## src/hdl/gpio_pin_control_params.svh

```systemverilog
`ifndef GPIO_PIN_CONTROL_PARAMS_SVH
`define GPIO_PIN_CONTROL_PARAMS_SVH

// ***********************************************************
// Register indices (byte address is four times the index)
// ***********************************************************
`define GPC_IDX_FUNC_SEL 8'h4F
`define GPC_IDX_OUT_VAL 8'h50
`define GPC_IDX_DIRECTION 8'h51
`define GPC_IDX_IN_VAL 8'h52

// ***********************************************************
// Reset values and implemented-bit masks
// ***********************************************************
`define GPC_RST_FUNC_SEL 8'h00
`define GPC_RST_OUT_VAL 8'h00
`define GPC_RST_DIRECTION 8'hFF
`define GPC_FUNC_SEL_MASK 8'hC0
`define GPC_PIN_USABLE_MASK 8'hFD

// ***********************************************************
// Field positions and pin numbers
// ***********************************************************
`define GPC_BIT_PIN7_ROLE 7
`define GPC_BIT_PIN65_ROLE 6
`define GPC_PIN_SEVEN 7
`define GPC_PIN_SIX 6
`define GPC_PIN_FIVE 5
`define GPC_PIN_ANT_DIR 1
`define GPC_PIN_ZERO 0

// ***********************************************************
// Bus constants
// ***********************************************************
`define GPC_RDATA_ZERO 32'h0000_0000
`define GPC_TRANS_ACTIVE_BIT 1

`endif

```

## src/hdl/gpio_pin_control_pkg.sv

```systemverilog
package gpio_pin_control_pkg;

  // Register selected by a bus address
  typedef enum logic [2:0] {
    SEL_NONE = 3'b000,
    SEL_FUNC = 3'b001,
    SEL_OUT = 3'b010,
    SEL_DIR = 3'b011,
    SEL_IN = 3'b100
  } reg_sel_t;

  typedef logic [7:0] byte_reg_t;

endpackage : gpio_pin_control_pkg

```

## src/hdl/gpio_pin_control.sv

```systemverilog
`timescale 1ns/1ps
`include "gpio_pin_control_params.svh"

module gpio_pin_control #(
  parameter int PIN_COUNT = 8
) (
  // Clock and reset
  input wire logic hclk,
  input wire logic hresetn,
  // AHB-Lite slave
  input wire logic hsel,
  input wire logic [31:0] haddr,
  input wire logic [1:0] htrans,
  input wire logic hwrite,
  input wire logic [2:0] hsize,
  input wire logic [31:0] hwdata,
  input wire logic hready,
  output logic hreadyout,
  output logic hresp,
  output logic [31:0] hrdata,
  // Sources of the alternate pin functions
  input wire logic irq_source,
  input wire logic sync_source,
  input wire logic antenna_drives_out,
  input wire logic antenna_two_pin_mode,
  // Antenna control input recovered from pin 0
  output logic antenna_control_input,
  // Device pins
  input wire logic [PIN_COUNT-1:0] pin_in,
  output logic [PIN_COUNT-1:0] pin_out,
  output logic [PIN_COUNT-1:0] pin_oe
);

  // ***********************************************************
  // Address decode
  // ***********************************************************

  // Only word-aligned addresses of the four registers map
  function automatic gpio_pin_control_pkg::reg_sel_t decode_sel(
    input logic [31:0] addr
  );
    gpio_pin_control_pkg::reg_sel_t sel;
    sel = gpio_pin_control_pkg::SEL_NONE;
    if (addr[1:0] == 2'h0) begin
      if (addr[31:2] == 30'(`GPC_IDX_FUNC_SEL))
        sel = gpio_pin_control_pkg::SEL_FUNC;
      else if (addr[31:2] == 30'(`GPC_IDX_OUT_VAL))
        sel = gpio_pin_control_pkg::SEL_OUT;
      else if (addr[31:2] == 30'(`GPC_IDX_DIRECTION))
        sel = gpio_pin_control_pkg::SEL_DIR;
      else if (addr[31:2] == 30'(`GPC_IDX_IN_VAL))
        sel = gpio_pin_control_pkg::SEL_IN;
    end
    return sel;
  endfunction : decode_sel

  // ***********************************************************
  // Registers and bus state
  // ***********************************************************
  gpio_pin_control_pkg::byte_reg_t pin_function_select;
  gpio_pin_control_pkg::byte_reg_t pin_output_value;
  gpio_pin_control_pkg::byte_reg_t pin_direction;
  gpio_pin_control_pkg::byte_reg_t pin_input_value;
  gpio_pin_control_pkg::reg_sel_t wr_sel;
  logic wr_pending;
  logic [PIN_COUNT-1:0] pin_level;

  // Address phase qualification
  wire addr_phase = hsel && hready && htrans[`GPC_TRANS_ACTIVE_BIT];
  wire wr_start = addr_phase && hwrite;
  wire rd_start = addr_phase && !hwrite;
  wire gpio_pin_control_pkg::reg_sel_t addr_sel = decode_sel(haddr);

  // Data phase write strobes per register
  wire wr_func = wr_pending && wr_sel == gpio_pin_control_pkg::SEL_FUNC;
  wire wr_out = wr_pending && wr_sel == gpio_pin_control_pkg::SEL_OUT;
  wire wr_dir = wr_pending && wr_sel == gpio_pin_control_pkg::SEL_DIR;

  // Next register values; reserved select bits never store
  // reserved bits masked
  wire [7:0] next_function_select = wr_func ?
    (hwdata[7:0] & `GPC_FUNC_SEL_MASK) : pin_function_select;
  wire [7:0] next_output_value = wr_out ? hwdata[7:0] : pin_output_value;
  wire [7:0] next_direction = wr_dir ? hwdata[7:0] : pin_direction;

  // Read mux sees pending write so back-to-back read is current
  wire [7:0] read_byte =
    (addr_sel == gpio_pin_control_pkg::SEL_FUNC) ? next_function_select :
    (addr_sel == gpio_pin_control_pkg::SEL_OUT) ? next_output_value :
    (addr_sel == gpio_pin_control_pkg::SEL_DIR) ? next_direction :
    (addr_sel == gpio_pin_control_pkg::SEL_IN) ? pin_input_value :
    8'h00;
  wire [31:0] next_hrdata = rd_start ? {24'h00_0000, read_byte} :
    `GPC_RDATA_ZERO;

  // Capture the address phase; writes land one cycle later
  always_ff @(posedge hclk or negedge hresetn) begin
    if (!hresetn) begin
      wr_pending <= 1'b0;
      wr_sel <= gpio_pin_control_pkg::SEL_NONE;
      hrdata <= `GPC_RDATA_ZERO;
    end else begin
      wr_pending <= wr_start;
      wr_sel <= addr_sel;
      hrdata <= next_hrdata;
    end
  end

  // Zero wait states, always OKAY; flops keep outputs registered
  always_ff @(posedge hclk or negedge hresetn) begin
    if (!hresetn) begin
      hreadyout <= 1'b0;
      hresp <= 1'b0;
    end else begin
      hreadyout <= 1'b1;
      hresp <= 1'b0;
    end
  end

  // Software-visible configuration registers
  // register reset and write
  always_ff @(posedge hclk or negedge hresetn) begin
    if (!hresetn) begin
      pin_function_select <= `GPC_RST_FUNC_SEL;
      pin_output_value <= `GPC_RST_OUT_VAL;
      pin_direction <= `GPC_RST_DIRECTION;
    end else begin
      pin_function_select <= next_function_select;
      pin_output_value <= next_output_value;
      pin_direction <= next_direction;
    end
  end

  // ***********************************************************
  // Pin sampling
  // ***********************************************************
  pin_level_sync #(
    .WIDTH(PIN_COUNT)
  ) i_pin_level_sync (
    .hclk(hclk),
    .hresetn(hresetn),
    .async_level(pin_in),
    .sync_level(pin_level)
  );

  // Input register; slot 1 is the antenna direction pin and reads zero
  // pin level capture
  always_ff @(posedge hclk or negedge hresetn) begin
    if (!hresetn) begin
      pin_input_value <= 8'h00;
    end else begin
      pin_input_value <= pin_level[7:0] & `GPC_PIN_USABLE_MASK;
    end
  end

  // ***********************************************************
  // Pin drive
  // ***********************************************************
  wire pin7_role_select = pin_function_select[`GPC_BIT_PIN7_ROLE];
  wire pin6_pin5_role_select = pin_function_select[`GPC_BIT_PIN65_ROLE];

  // Plain GPIO drive: direction 0 means output
  // direction sets enable
  wire [PIN_COUNT-1:0] gp_oe = ~pin_direction[PIN_COUNT-1:0];
  wire [PIN_COUNT-1:0] gp_val = pin_output_value[PIN_COUNT-1:0];

  logic [PIN_COUNT-1:0] next_pin_oe;
  logic [PIN_COUNT-1:0] next_pin_out;

  // Alternate functions override GPIO bits per pin
  always_comb begin
    next_pin_oe = gp_oe;
    next_pin_out = gp_val;
    if (pin7_role_select) begin
      next_pin_oe[`GPC_PIN_SEVEN] = 1'b1;
      next_pin_out[`GPC_PIN_SEVEN] = irq_source;
    end
    if (pin6_pin5_role_select) begin
      next_pin_oe[`GPC_PIN_SIX] = 1'b0;
      next_pin_out[`GPC_PIN_SIX] = 1'b0;
      next_pin_oe[`GPC_PIN_FIVE] = 1'b1;
      next_pin_out[`GPC_PIN_FIVE] = sync_source;
    end
    next_pin_oe[`GPC_PIN_ANT_DIR] = 1'b1;
    next_pin_out[`GPC_PIN_ANT_DIR] = antenna_drives_out;
    if (antenna_two_pin_mode) begin
      next_pin_oe[`GPC_PIN_ZERO] = 1'b0;
      next_pin_out[`GPC_PIN_ZERO] = 1'b0;
    end
  end

  // Registered pin drive avoids glitches on board nets
  always_ff @(posedge hclk or negedge hresetn) begin
    if (!hresetn) begin
      pin_oe <= '0;
      pin_out <= '0;
      antenna_control_input <= 1'b0;
    end else begin
      pin_oe <= next_pin_oe;
      pin_out <= next_pin_out;
      antenna_control_input <= antenna_two_pin_mode &&
        pin_level[`GPC_PIN_ZERO];
    end
  end
endmodule : gpio_pin_control

```

## src/hdl/pin_level_sync.sv

```systemverilog
`timescale 1ns/1ps

// ***********************************************************
// Two-stage synchroniser for asynchronous pin levels
// ***********************************************************
module pin_level_sync #(
  parameter int WIDTH = 8
) (
  // Clock and reset
  input wire logic hclk,
  input wire logic hresetn,
  // Levels
  input wire logic [WIDTH-1:0] async_level,
  output logic [WIDTH-1:0] sync_level
);

  logic [WIDTH-1:0] meta_stage;

  // First stage is read only by the second stage
  always_ff @(posedge hclk or negedge hresetn) begin
    if (!hresetn) begin
      meta_stage <= '0;
      sync_level <= '0;
    end else begin
      meta_stage <= async_level;
      sync_level <= meta_stage;
    end
  end

endmodule : pin_level_sync

```

## config.mk

```make
export PLATFORM = sky130hd
export DESIGN_NAME = gpio_pin_control
export DESIGN_NICKNAME = d
export VERILOG_FILES = /design/src/hdl/gpio_pin_control_pkg.sv /design/src/hdl/gpio_pin_control.sv /design/src/hdl/pin_level_sync.sv
export VERILOG_INCLUDE_DIRS = /design/src /design/src/hdl
export SDC_FILE = /design/constraint.sdc
export NUM_CORES = 1
export LEC_CHECK = 0
export ABC_AREA = 1
export BUFFER_PORTS_ARGS = -buffer_cell sky130_fd_sc_hd__buf_2
export CAP_MARGIN = 20
export CORE_MARGIN = 2
export CORE_UTILIZATION = 40
export CTS_BUF_LIST = sky130_fd_sc_hd__clkbuf_4 sky130_fd_sc_hd__clkbuf_8
export DETAILED_ROUTE_END_ITERATION = 10
export GPL_TIMING_DRIVEN = 0
export HOLD_SLACK_MARGIN = 0.08
export PLACE_DENSITY = 0.69
export SETUP_SLACK_MARGIN = 0.1
export SKIP_CTS_REPAIR_TIMING = 1
export SLEW_MARGIN = 0
export SYNTH_ARGS = -nofsm -noshare
export SYNTH_HDL_FRONTEND = slang
export SYNTH_SLANG_ARGS = --single-unit
```

## constraint.sdc

```tcl
create_clock -name hclk -period 1.81 [get_ports hclk]
set_clock_uncertainty 0.1 [all_clocks]
set_input_delay 0.2715 -clock hclk [delete_from_list [all_inputs] [get_ports hclk]]
set_output_delay 0.2715 -clock hclk [all_outputs]
set_load 0.01 [all_outputs]
```

Word-level counts from Yosys, hierarchy flattened
Index checks and enable logic that the tools add are counted.
Operators by class
  equal/unequal tests: 11
  reduce and logical (&&, ||, !) cells: 10
  bitwise logic cells: 1
  multiplexer cells: 19
Operators with widths (count)
  30-bit by 7-bit == test with 1-bit output, second input constant: 4
  8-bit two-way mux: 8
  3-bit two-way mux: 5
  3-bit by 2-bit == test with 1-bit output, second input constant: 4
  1-bit logical AND: 8
  8-bit NOT: 1
  3-bit by 1-bit == test with 1-bit output, second input constant: 2
  1-bit two-way mux: 4
  2-bit two-way mux: 2
  3-bit == test, second input constant: 1
  2-bit zero test: 1
  1-bit zero test: 1
Word-level totals
  register bits: 77
  word-level logic and storage cells: 54
  output and inout port bits: 51
  input bits: 86

Logic depth before layout (Yosys ltp)
Gate-level depths: netlist of the first run.
  word-level depth: 12
  gate-level depth with buffers: 12
  mapped depth without buffers: 12

Hierarchy
Synthesis of the first run repeated with hierarchy kept, for this count alone.
Second synthesis, totals
  cells, all modules: 349
  area total of the unflattened synthesis: 3215.6 um2
Modules (own cells, without submodules)
  gpio_pin_control: cells each 333, sequential area each 1511.4 um2, area an instance 2815.2 um2, times used 1
  pin_level_sync: cells each 16, sequential area each 400.4 um2, area an instance 400.4 um2, times used 1

Worst setup path after synthesis of the first run
OpenSTA, ideal clock, no wires.
  kind: register to register
  start point: reg wr_pending
  end point: reg hrdata[0]
  clock period less this slack: 1.484 ns
  arrival time: 1.261 ns
  cell stages (with the launch flop): 10
  path slack: 0.326 ns
  setup time: 0.123 ns
  required time: 1.587 ns
  buffers on the path: 2
  cells stage by stage: dfrtp_1 -> buf_4 -> inv_2 -> nor2_1 -> nand2_1 -> buf_2 -> o21ai_0 -> nor2_1 -> nor2_1 -> a21oi_1
Between the ends
  word-level cells in the longest chain between the ends: 6
  elaborated cells between the ends (all ways): 10
  those cells by class: mux: 7; reduce/logical: 3
RTL lines
  from (decl): line gpio_pin_control.sv:65  | logic wr_pending;
  from (signal assigned): line gpio_pin_control.sv:103  | wr_pending <= wr_start;
  1-bit logical AND: line gpio_pin_control.sv:77  | wire wr_dir = wr_pending && wr_sel == gpio_pin_control_pkg::SEL_DIR;
  8-bit two-way mux: line gpio_pin_control.sv:84  | wire [7:0] next_direction = wr_dir ? hwdata[7:0] : pin_direction;
  8-bit two-way mux: line gpio_pin_control.sv:90  | (addr_sel == gpio_pin_control_pkg::SEL_DIR) ? next_direction :
  8-bit two-way mux: line gpio_pin_control.sv:89  | (addr_sel == gpio_pin_control_pkg::SEL_OUT) ? next_output_value :
  8-bit two-way mux (*): line gpio_pin_control.sv:88  | (addr_sel == gpio_pin_control_pkg::SEL_FUNC) ? next_function_select :
  8-bit two-way mux (no source line) (*)
  named net next_hrdata[0]: line gpio_pin_control.sv:93  | wire [31:0] next_hrdata = rd_start ? {24'h00_0000, read_byte} :
  to (signal assigned): line gpio_pin_control.sv:101  | hrdata <= `GPC_RDATA_ZERO;
  to (signal assigned): line gpio_pin_control.sv:105  | hrdata <= next_hrdata;
  to (decl): line gpio_pin_control.sv:20  | output logic [31:0] hrdata,
Mark *: on every way through the listed nets, which the timed path passes. The rest lies on a longest branch.

Worst setup path in the final report of the first run
  start point: reg wr_pending
  end point: reg hrdata[6]
Between the ends
  elaborated cells between the ends (all ways): 10
  those cells by class: mux: 7; reduce/logical: 3
RTL lines
  1-bit logical AND: line gpio_pin_control.sv:75  | wire wr_func = wr_pending && wr_sel == gpio_pin_control_pkg::SEL_FUNC;
  8-bit two-way mux: line gpio_pin_control.sv:81  | wire [7:0] next_function_select = wr_func ?
  named net next_function_select[6]: line gpio_pin_control.sv:81
  8-bit two-way mux: line gpio_pin_control.sv:88
  8-bit two-way mux (no source line)
  named net next_hrdata[6]: line gpio_pin_control.sv:93
The timed path passes the listed nets, and every way through them passes these cells.

==> impl_metrics.ini, run 1 <==
[cts]
clockRootBuffer = clkbuf_8
clk_latency_ns = 0.34
cts.sinks = 74
htree_num_levels = 3
clk_pin_slew_worst_paths_ns = 0.08
tritoncts.num_buffers = 9
tritoncts = done
clock_path_buffers = 2

[global_routing]
grt_antenna_before_repair = 0
grt_pass1_wl_microns = 10720
grt_max_degree = 75
grt_overflow = 0
grt_pass1_vias = 2487
track_usage_pct = 15.80

[layout]
fillers = 696
mostFrequentLayoutCell = buf_2
final_net_count = 564
stdcell_count = 585
syn_to_final_growth_pct = 35.65
drive_above_1_share_pct = 35.61
antenna_cells = 0
layout_common_cells = buf_2 (83), nand2_1 (66), dfrtp_1 (66)
fin_area_sq_um = 4347

[floorplan]
initial_utilization_pct = 41.47
io-pin-count = 137
die_w_microns = 93.51
rows = 32
core_area_sq_um = 7727
dieArea_sq_um = 8743
die_height_microns = 93.51

[synth]
syn_area_sq_um = 3204
syn_inst = 343
synth-seq-cells = 74
synth_edf_count = 0
synth_ff_type = dfrtp_1
synthArstFlopShare_pct = 100.0
syn_avg_cell_area_sq_um = 9.342
synth.distinct_cells = 30
yosysSeqAreaShare_pct = 58.10
yosys_warnings = 0

[placed_design]
dp.cells = 551
port_buffers = 82
placed_cell_area_sq_um = 3835
dp_hpwl_microns = 4705
gp_congestion = 0.7752

[power]
leakage_nw = 2.455
power.share.clock_pct = 44.5
seqPwrFrac_pct = 48.5
power_density_nw_per_um2 = 801.3
combinationalPowerShare_pct = 7.0
power_mw = 3.483
p_int_mw = 2.788
p_sw_share_pct = 19.94
peakVddDrop_v = 0.0004809
p_sw_uw = 694.7

[route]
viasPerCell = 4.361
first_pass_iters = 4
wl_microns = 6621
wire_per_inst_microns = 11.32
first_iter_violations = 134
drc_errors = 0
ant_nets = 0
vias = 2551

[sta]
fmax_mhz = 595.4
post-route-period-util_pct = 92.79
drv_slew = 0
setup_viol = 0
worst_hold_slack_ns = 0.09447
hold_viol_final = 0
rsz0062_at_grt = yes
worst_pin_slew_ns = 0.8829
min_period_ns = 1.679
relSlewSlack_pct = 41.14

[run_status]
status = finished clean

[worst_setup_path]
worstPathMaxFanout = 10
arrival_ns = 1.79
start_kind = register
worstSetupEndpointType = register
crit_type = register to register
cp.required_ns = 1.92

[min_path]
min_path_type = input port to register

[job]
maxCapViolations = 0
==> cells in the mapped netlist (2+ instances only) <==
library cell   n  area [sq um]
nand2_1       67         251.5
nand3_2        2         20.02
a21oi_1        7         35.03
inv_1         48         180.2
nor2_1        43         161.4
nor2_4         4         45.04
nand4_1        3         18.77
dfstp_2        8         210.2
buf_4         27         202.7
nand3b_1       6         45.04
buf_2          3         15.01
dfrtp_1       66          1652
nor2_2         2         12.51
conb_1         2         7.510
o21ai_0       19         95.09
and2_1         2         12.51
nand3_1       14         70.07
o211ai_1       6         45.04
nand2_2        3         18.77
==> layout make-up <==
class	instances	area, sq um	share of cell area, %
multi-input combinational	212	1091	25.10
buffer	31	239.0	5.498
clock inverter	5	100.1	2.303
inverter	50	190.2	4.375
clock buffer	11	151.4	3.483
timing repair buffer	100	585.6	13.47
sequential	74	1862	42.83
tap	102	127.6	2.936
==> routing by layer <==
| metal | GRT usage, % | wire [microns] |
|---|---|---|
| met4 | 7.721 | 142 |
| met3 | 4.351 | 361 |
| met5 | 0 | 0 |
| met1 | 17.62 | 2648 |
| met2 | 27.70 | 3468 |
==> stage by stage <==
step	worst slack [ns]	util (%)	setup TNS (ns)
after global routing	0.04088	56.25	0
after floorplan	0.3255	-	0
after detailed placement	-0.03810	49.63	-0.1441
after global placement	-0.01045	49.60	-0.4705
after CTS	-0.07586	52.88	-0.3619
final	0.1305	56.25	0
==> flip-flops by register name (all words and copies together), names as in the netlist <==
signal                       cells
antenna_control_input            1
pin_out                          8
pin_oe                           8
hrdata                           8
wr_sel                           3
i_pin_level_sync.sync_level      7
wr_pending                       1
pin_input_value                  7
pin_function_select              8
pin_direction                    8
i_pin_level_sync.meta_stage      7
gp_val                           8
==> worst paths after layout <==
| kind | cells past startpoint | end | from | slack, ns |
|---|---|---|---|---|
| max | 8 | hrdata[6] | wr_pending | 0.13 |
| min | 3 | gp_val[3] | hwdata[3] | 0.09 |
| max reg2reg | 8 | hrdata[6] | wr_pending | 0.13 |
| min reg2reg | 0 | i_pin_level_sync.sync_level[3] | i_pin_level_sync.meta_stage[3] | 0.25 |
| max in group asynchronous | 2 | pin_input_value[3] | hresetn | 0.53 |
| min in group asynchronous | 2 | pin_out[2] | hresetn | 0.49 |
==> critical path, stage by stage, from the launching register on <==
cell     delay, ns
dfrtp_1       0.35
buf_6         0.15
inv_2         0.05
nor2_4        0.13
nand3_4       0.16
o21ai_0       0.18
inv_1         0.09
o21ai_0       0.26
a21oi_2       0.08
==> kinds of logic (layout without fill, tap and decap cells) <==
kind of cell / Yosys count / in the layout / share of synthesized area (%)
other: 2 / 26 / 0.2344
AOI/OAI and AO/OA: 34 / 34 / 5.896
DFF: 74 / 74 / 58.10
and+or+nand+nor: 152 / 152 / 22.69
buffers and inverters: 81 / 197 / 13.08
==> power groups by stage <==
stage / registers, mW / logic [mW] / clock network, mW
6_report: 1.69 / 0.244 / 1.55
5_1_grt: 1.69 / 0.274 / 1.67
4_1_cts: 1.69 / 0.215 / 1.59
3_5_place_dp: 1.72 / 0.215 / 0
3_3_place_gp: 1.72 / 0.210 / 0
2_1_floorplan: 1.72 / 0.103 / 0
Power figures use the tool's default switching activity.
==> run 2: changes to the inputs <==
Settings changed: CORE_ASPECT_RATIO from default to 1.1, CORE_UTILIZATION 40 to 49, PLACE_DENSITY 0.69 to 0.82.
==> run 2 against run 1 <==
Against the previous run:
- sequential cell count unchanged
- critical path depth up 2
- sequential power about the same
- setup slack better by 0.027 ns
- routed wire length down 1.6%
- global-route usage up 3.3 points
- design area down 1.3%
- hold slack worse by 0.016 ns
- die area down 18%
- first-iteration DRC count up 22%
- sequential share of layout area up 0.57 points
- clock-buffer cell count up 1
- critical path type unchanged
- critical endpoint unchanged
- largest cell class unchanged
- largest power group unchanged
- highest routed layer unchanged
==> impl_metrics.ini, run 2 (synthesized netlist as in run 1, its figures left out) <==
[job]
maxCapViolations = 0

[layout]
mostFrequentLayoutCell = buf_2
final_net_count = 567
fillers = 495
drive_above_1_share_pct = 34.36
syn_to_final_growth_pct = 33.85
stdcell_count = 566
antenna_cells = 0
layout_common_cells = buf_2 (83), nand2_1 (66), dfrtp_1 (66)

[floorplan]
dieArea_sq_um = 7203
die_w_microns = 81.11
rows = 30
initial_utilization_pct = 51.43
io-pin-count = 137
core_area_sq_um = 6231
die_height_microns = 88.82

[cts]
cts.sinks = 74
clk_pin_slew_worst_paths_ns = 0.08
clockRootBuffer = clkbuf_8
clock_path_buffers = 2
htree_num_levels = 3
tritoncts.num_buffers = 9
tritoncts = done
clk_latency_ns = 0.35

[route]
wire_per_inst_microns = 11.52
drc_errors = 0
vias = 2556
first_pass_iters = 4
first_iter_violations = 163
viasPerCell = 4.516
ant_nets = 0
wl_microns = 6518

[worst_setup_path]
crit_type = register to register
worst-r2r-setup-slack_ns = 0.16
arrival_ns = 1.81
cp.required_ns = 1.97
worstSetupEndpointType = register
start_kind = register
worstReg2RegStart = wr_pending
endpoint = hrdata[6]
critPathLaunch = wr_pending
r2r_cells = 10
r2r-end = hrdata[6]
worstPathMaxFanout = 10

[placed_design]
gp_congestion = 0.8349
port_buffers = 82
pre_cts_ws_ns = -0.04759
dp.cells = 529
dp_hpwl_microns = 4474

[sta]
fmax_mhz = 605.0
hold_viol_final = 0
post-route-period-util_pct = 91.32
drv_slew = 0
worst_slack_ns = 0.1570
rsz0062_at_grt = no
relSlewSlack_pct = 40.73
min_period_ns = 1.653
worst_pin_slew_ns = 0.8890
setup_viol = 0
fin_setup_tns_ns = 0

[power]
peakVddDrop_v = 0.0005124
leakage_nw = 2.437
p_sw_uw = 728.4
p_sw_share_pct = 21.42
p_int_mw = 2.672
combinationalPowerShare_pct = 7.2
power_density_nw_per_um2 = 792.7
power.share.clock_pct = 43.1
power_mw = 3.400
seqPwrFrac_pct = 49.7

[min_path]
min_path_type = input port to register

[global_routing]
grt_antenna_before_repair = 0
grt_pass1_vias = 2260
track_usage_pct = 19.06
grt_overflow = 0
grt_pass1_wl_microns = 10250
grt_max_degree = 75

[run_status]
status = finished clean
[run 2: power by group through the flow]
stage | Clock (mW) | Sequential, mW | Combinational [mW]
detailed placement | 0 | 1.72 | 0.213
floorplan | 0 | 1.72 | 0.103
global route | 1.57 | 1.69 | 0.278
global placement | 0 | 1.72 | 0.208
CTS | 1.48 | 1.69 | 0.214
finish | 1.47 | 1.69 | 0.245
[run 2: cell type report]
class | count | area [sq um] | share of cell area, %
multi-input cells | 212 | 1056 | 24.62
well taps | 80 | 100.1 | 2.334
inverters | 50 | 190.2 | 4.434
clock inverters | 4 | 73.82 | 1.721
repair buffers | 103 | 613.1 | 14.29
plain buffers | 31 | 235.2 | 5.484
clock buffers | 12 | 158.9 | 3.705
flip-flops and latches | 74 | 1862 | 43.41
[run 2: stage by stage]
stage | hold slack (ns) | cell area, sq um | util, %
finish | 0.07838 | 4289 | 68.84
global route | 0.08836 | 4289 | 68.84
CTS | -0.08385 | 4040 | 64.84
detailed placement | 0.2347 | 3807 | 61.10
global placement | 0.2333 | 3805 | 61.06
floorplan | -0.1241 | 3294 | -
[run 2: critical path: stages (launching register included)]
cell and delay (ns):
dfrtp_1 0.34, buf_6 0.15, inv_2 0.05, nor2_4 0.11, nand2_2 0.12, buf_4 0.20, nand2_1 0.06, o21ai_1 0.07
nor2_1 0.11, nor2_1 0.05, a21oi_1 0.19
[run 2: per-layer routing]
| layer | GRT usage, % | vias to the layer above | wire length (microns) |
|---|---|---|---|
| met3 | 4.796 | 14 | 398 |
| met1 | 23.49 | 1168 | 2576 |
| met5 | 0 | - | 0 |
| met2 | 30.43 | 95 | 3407 |
| li1 | - | 1279 | - |
| met4 | 11.25 | 0 | 136 |
[run 2: how the worst min path moves through the flow]
stage / startpoint / to / slack [ns] / cells after the start
5_1_grt: hwdata[7] / gp_val[7] / 0.09 / 3
3_5_place_dp: i_pin_level_sync.meta_stage[5] / i_pin_level_sync.sync_level[5] / 0.23 / 0
2_1_floorplan: hresetn / antenna_control_input / -0.12 / 0
3_3_place_gp: i_pin_level_sync.meta_stage[4] / i_pin_level_sync.sync_level[4] / 0.23 / 0
4_1_cts: pin_in[0] / i_pin_level_sync.meta_stage[0] / -0.08 / 1
6_report: hwdata[4] / gp_val[4] / 0.08 / 3
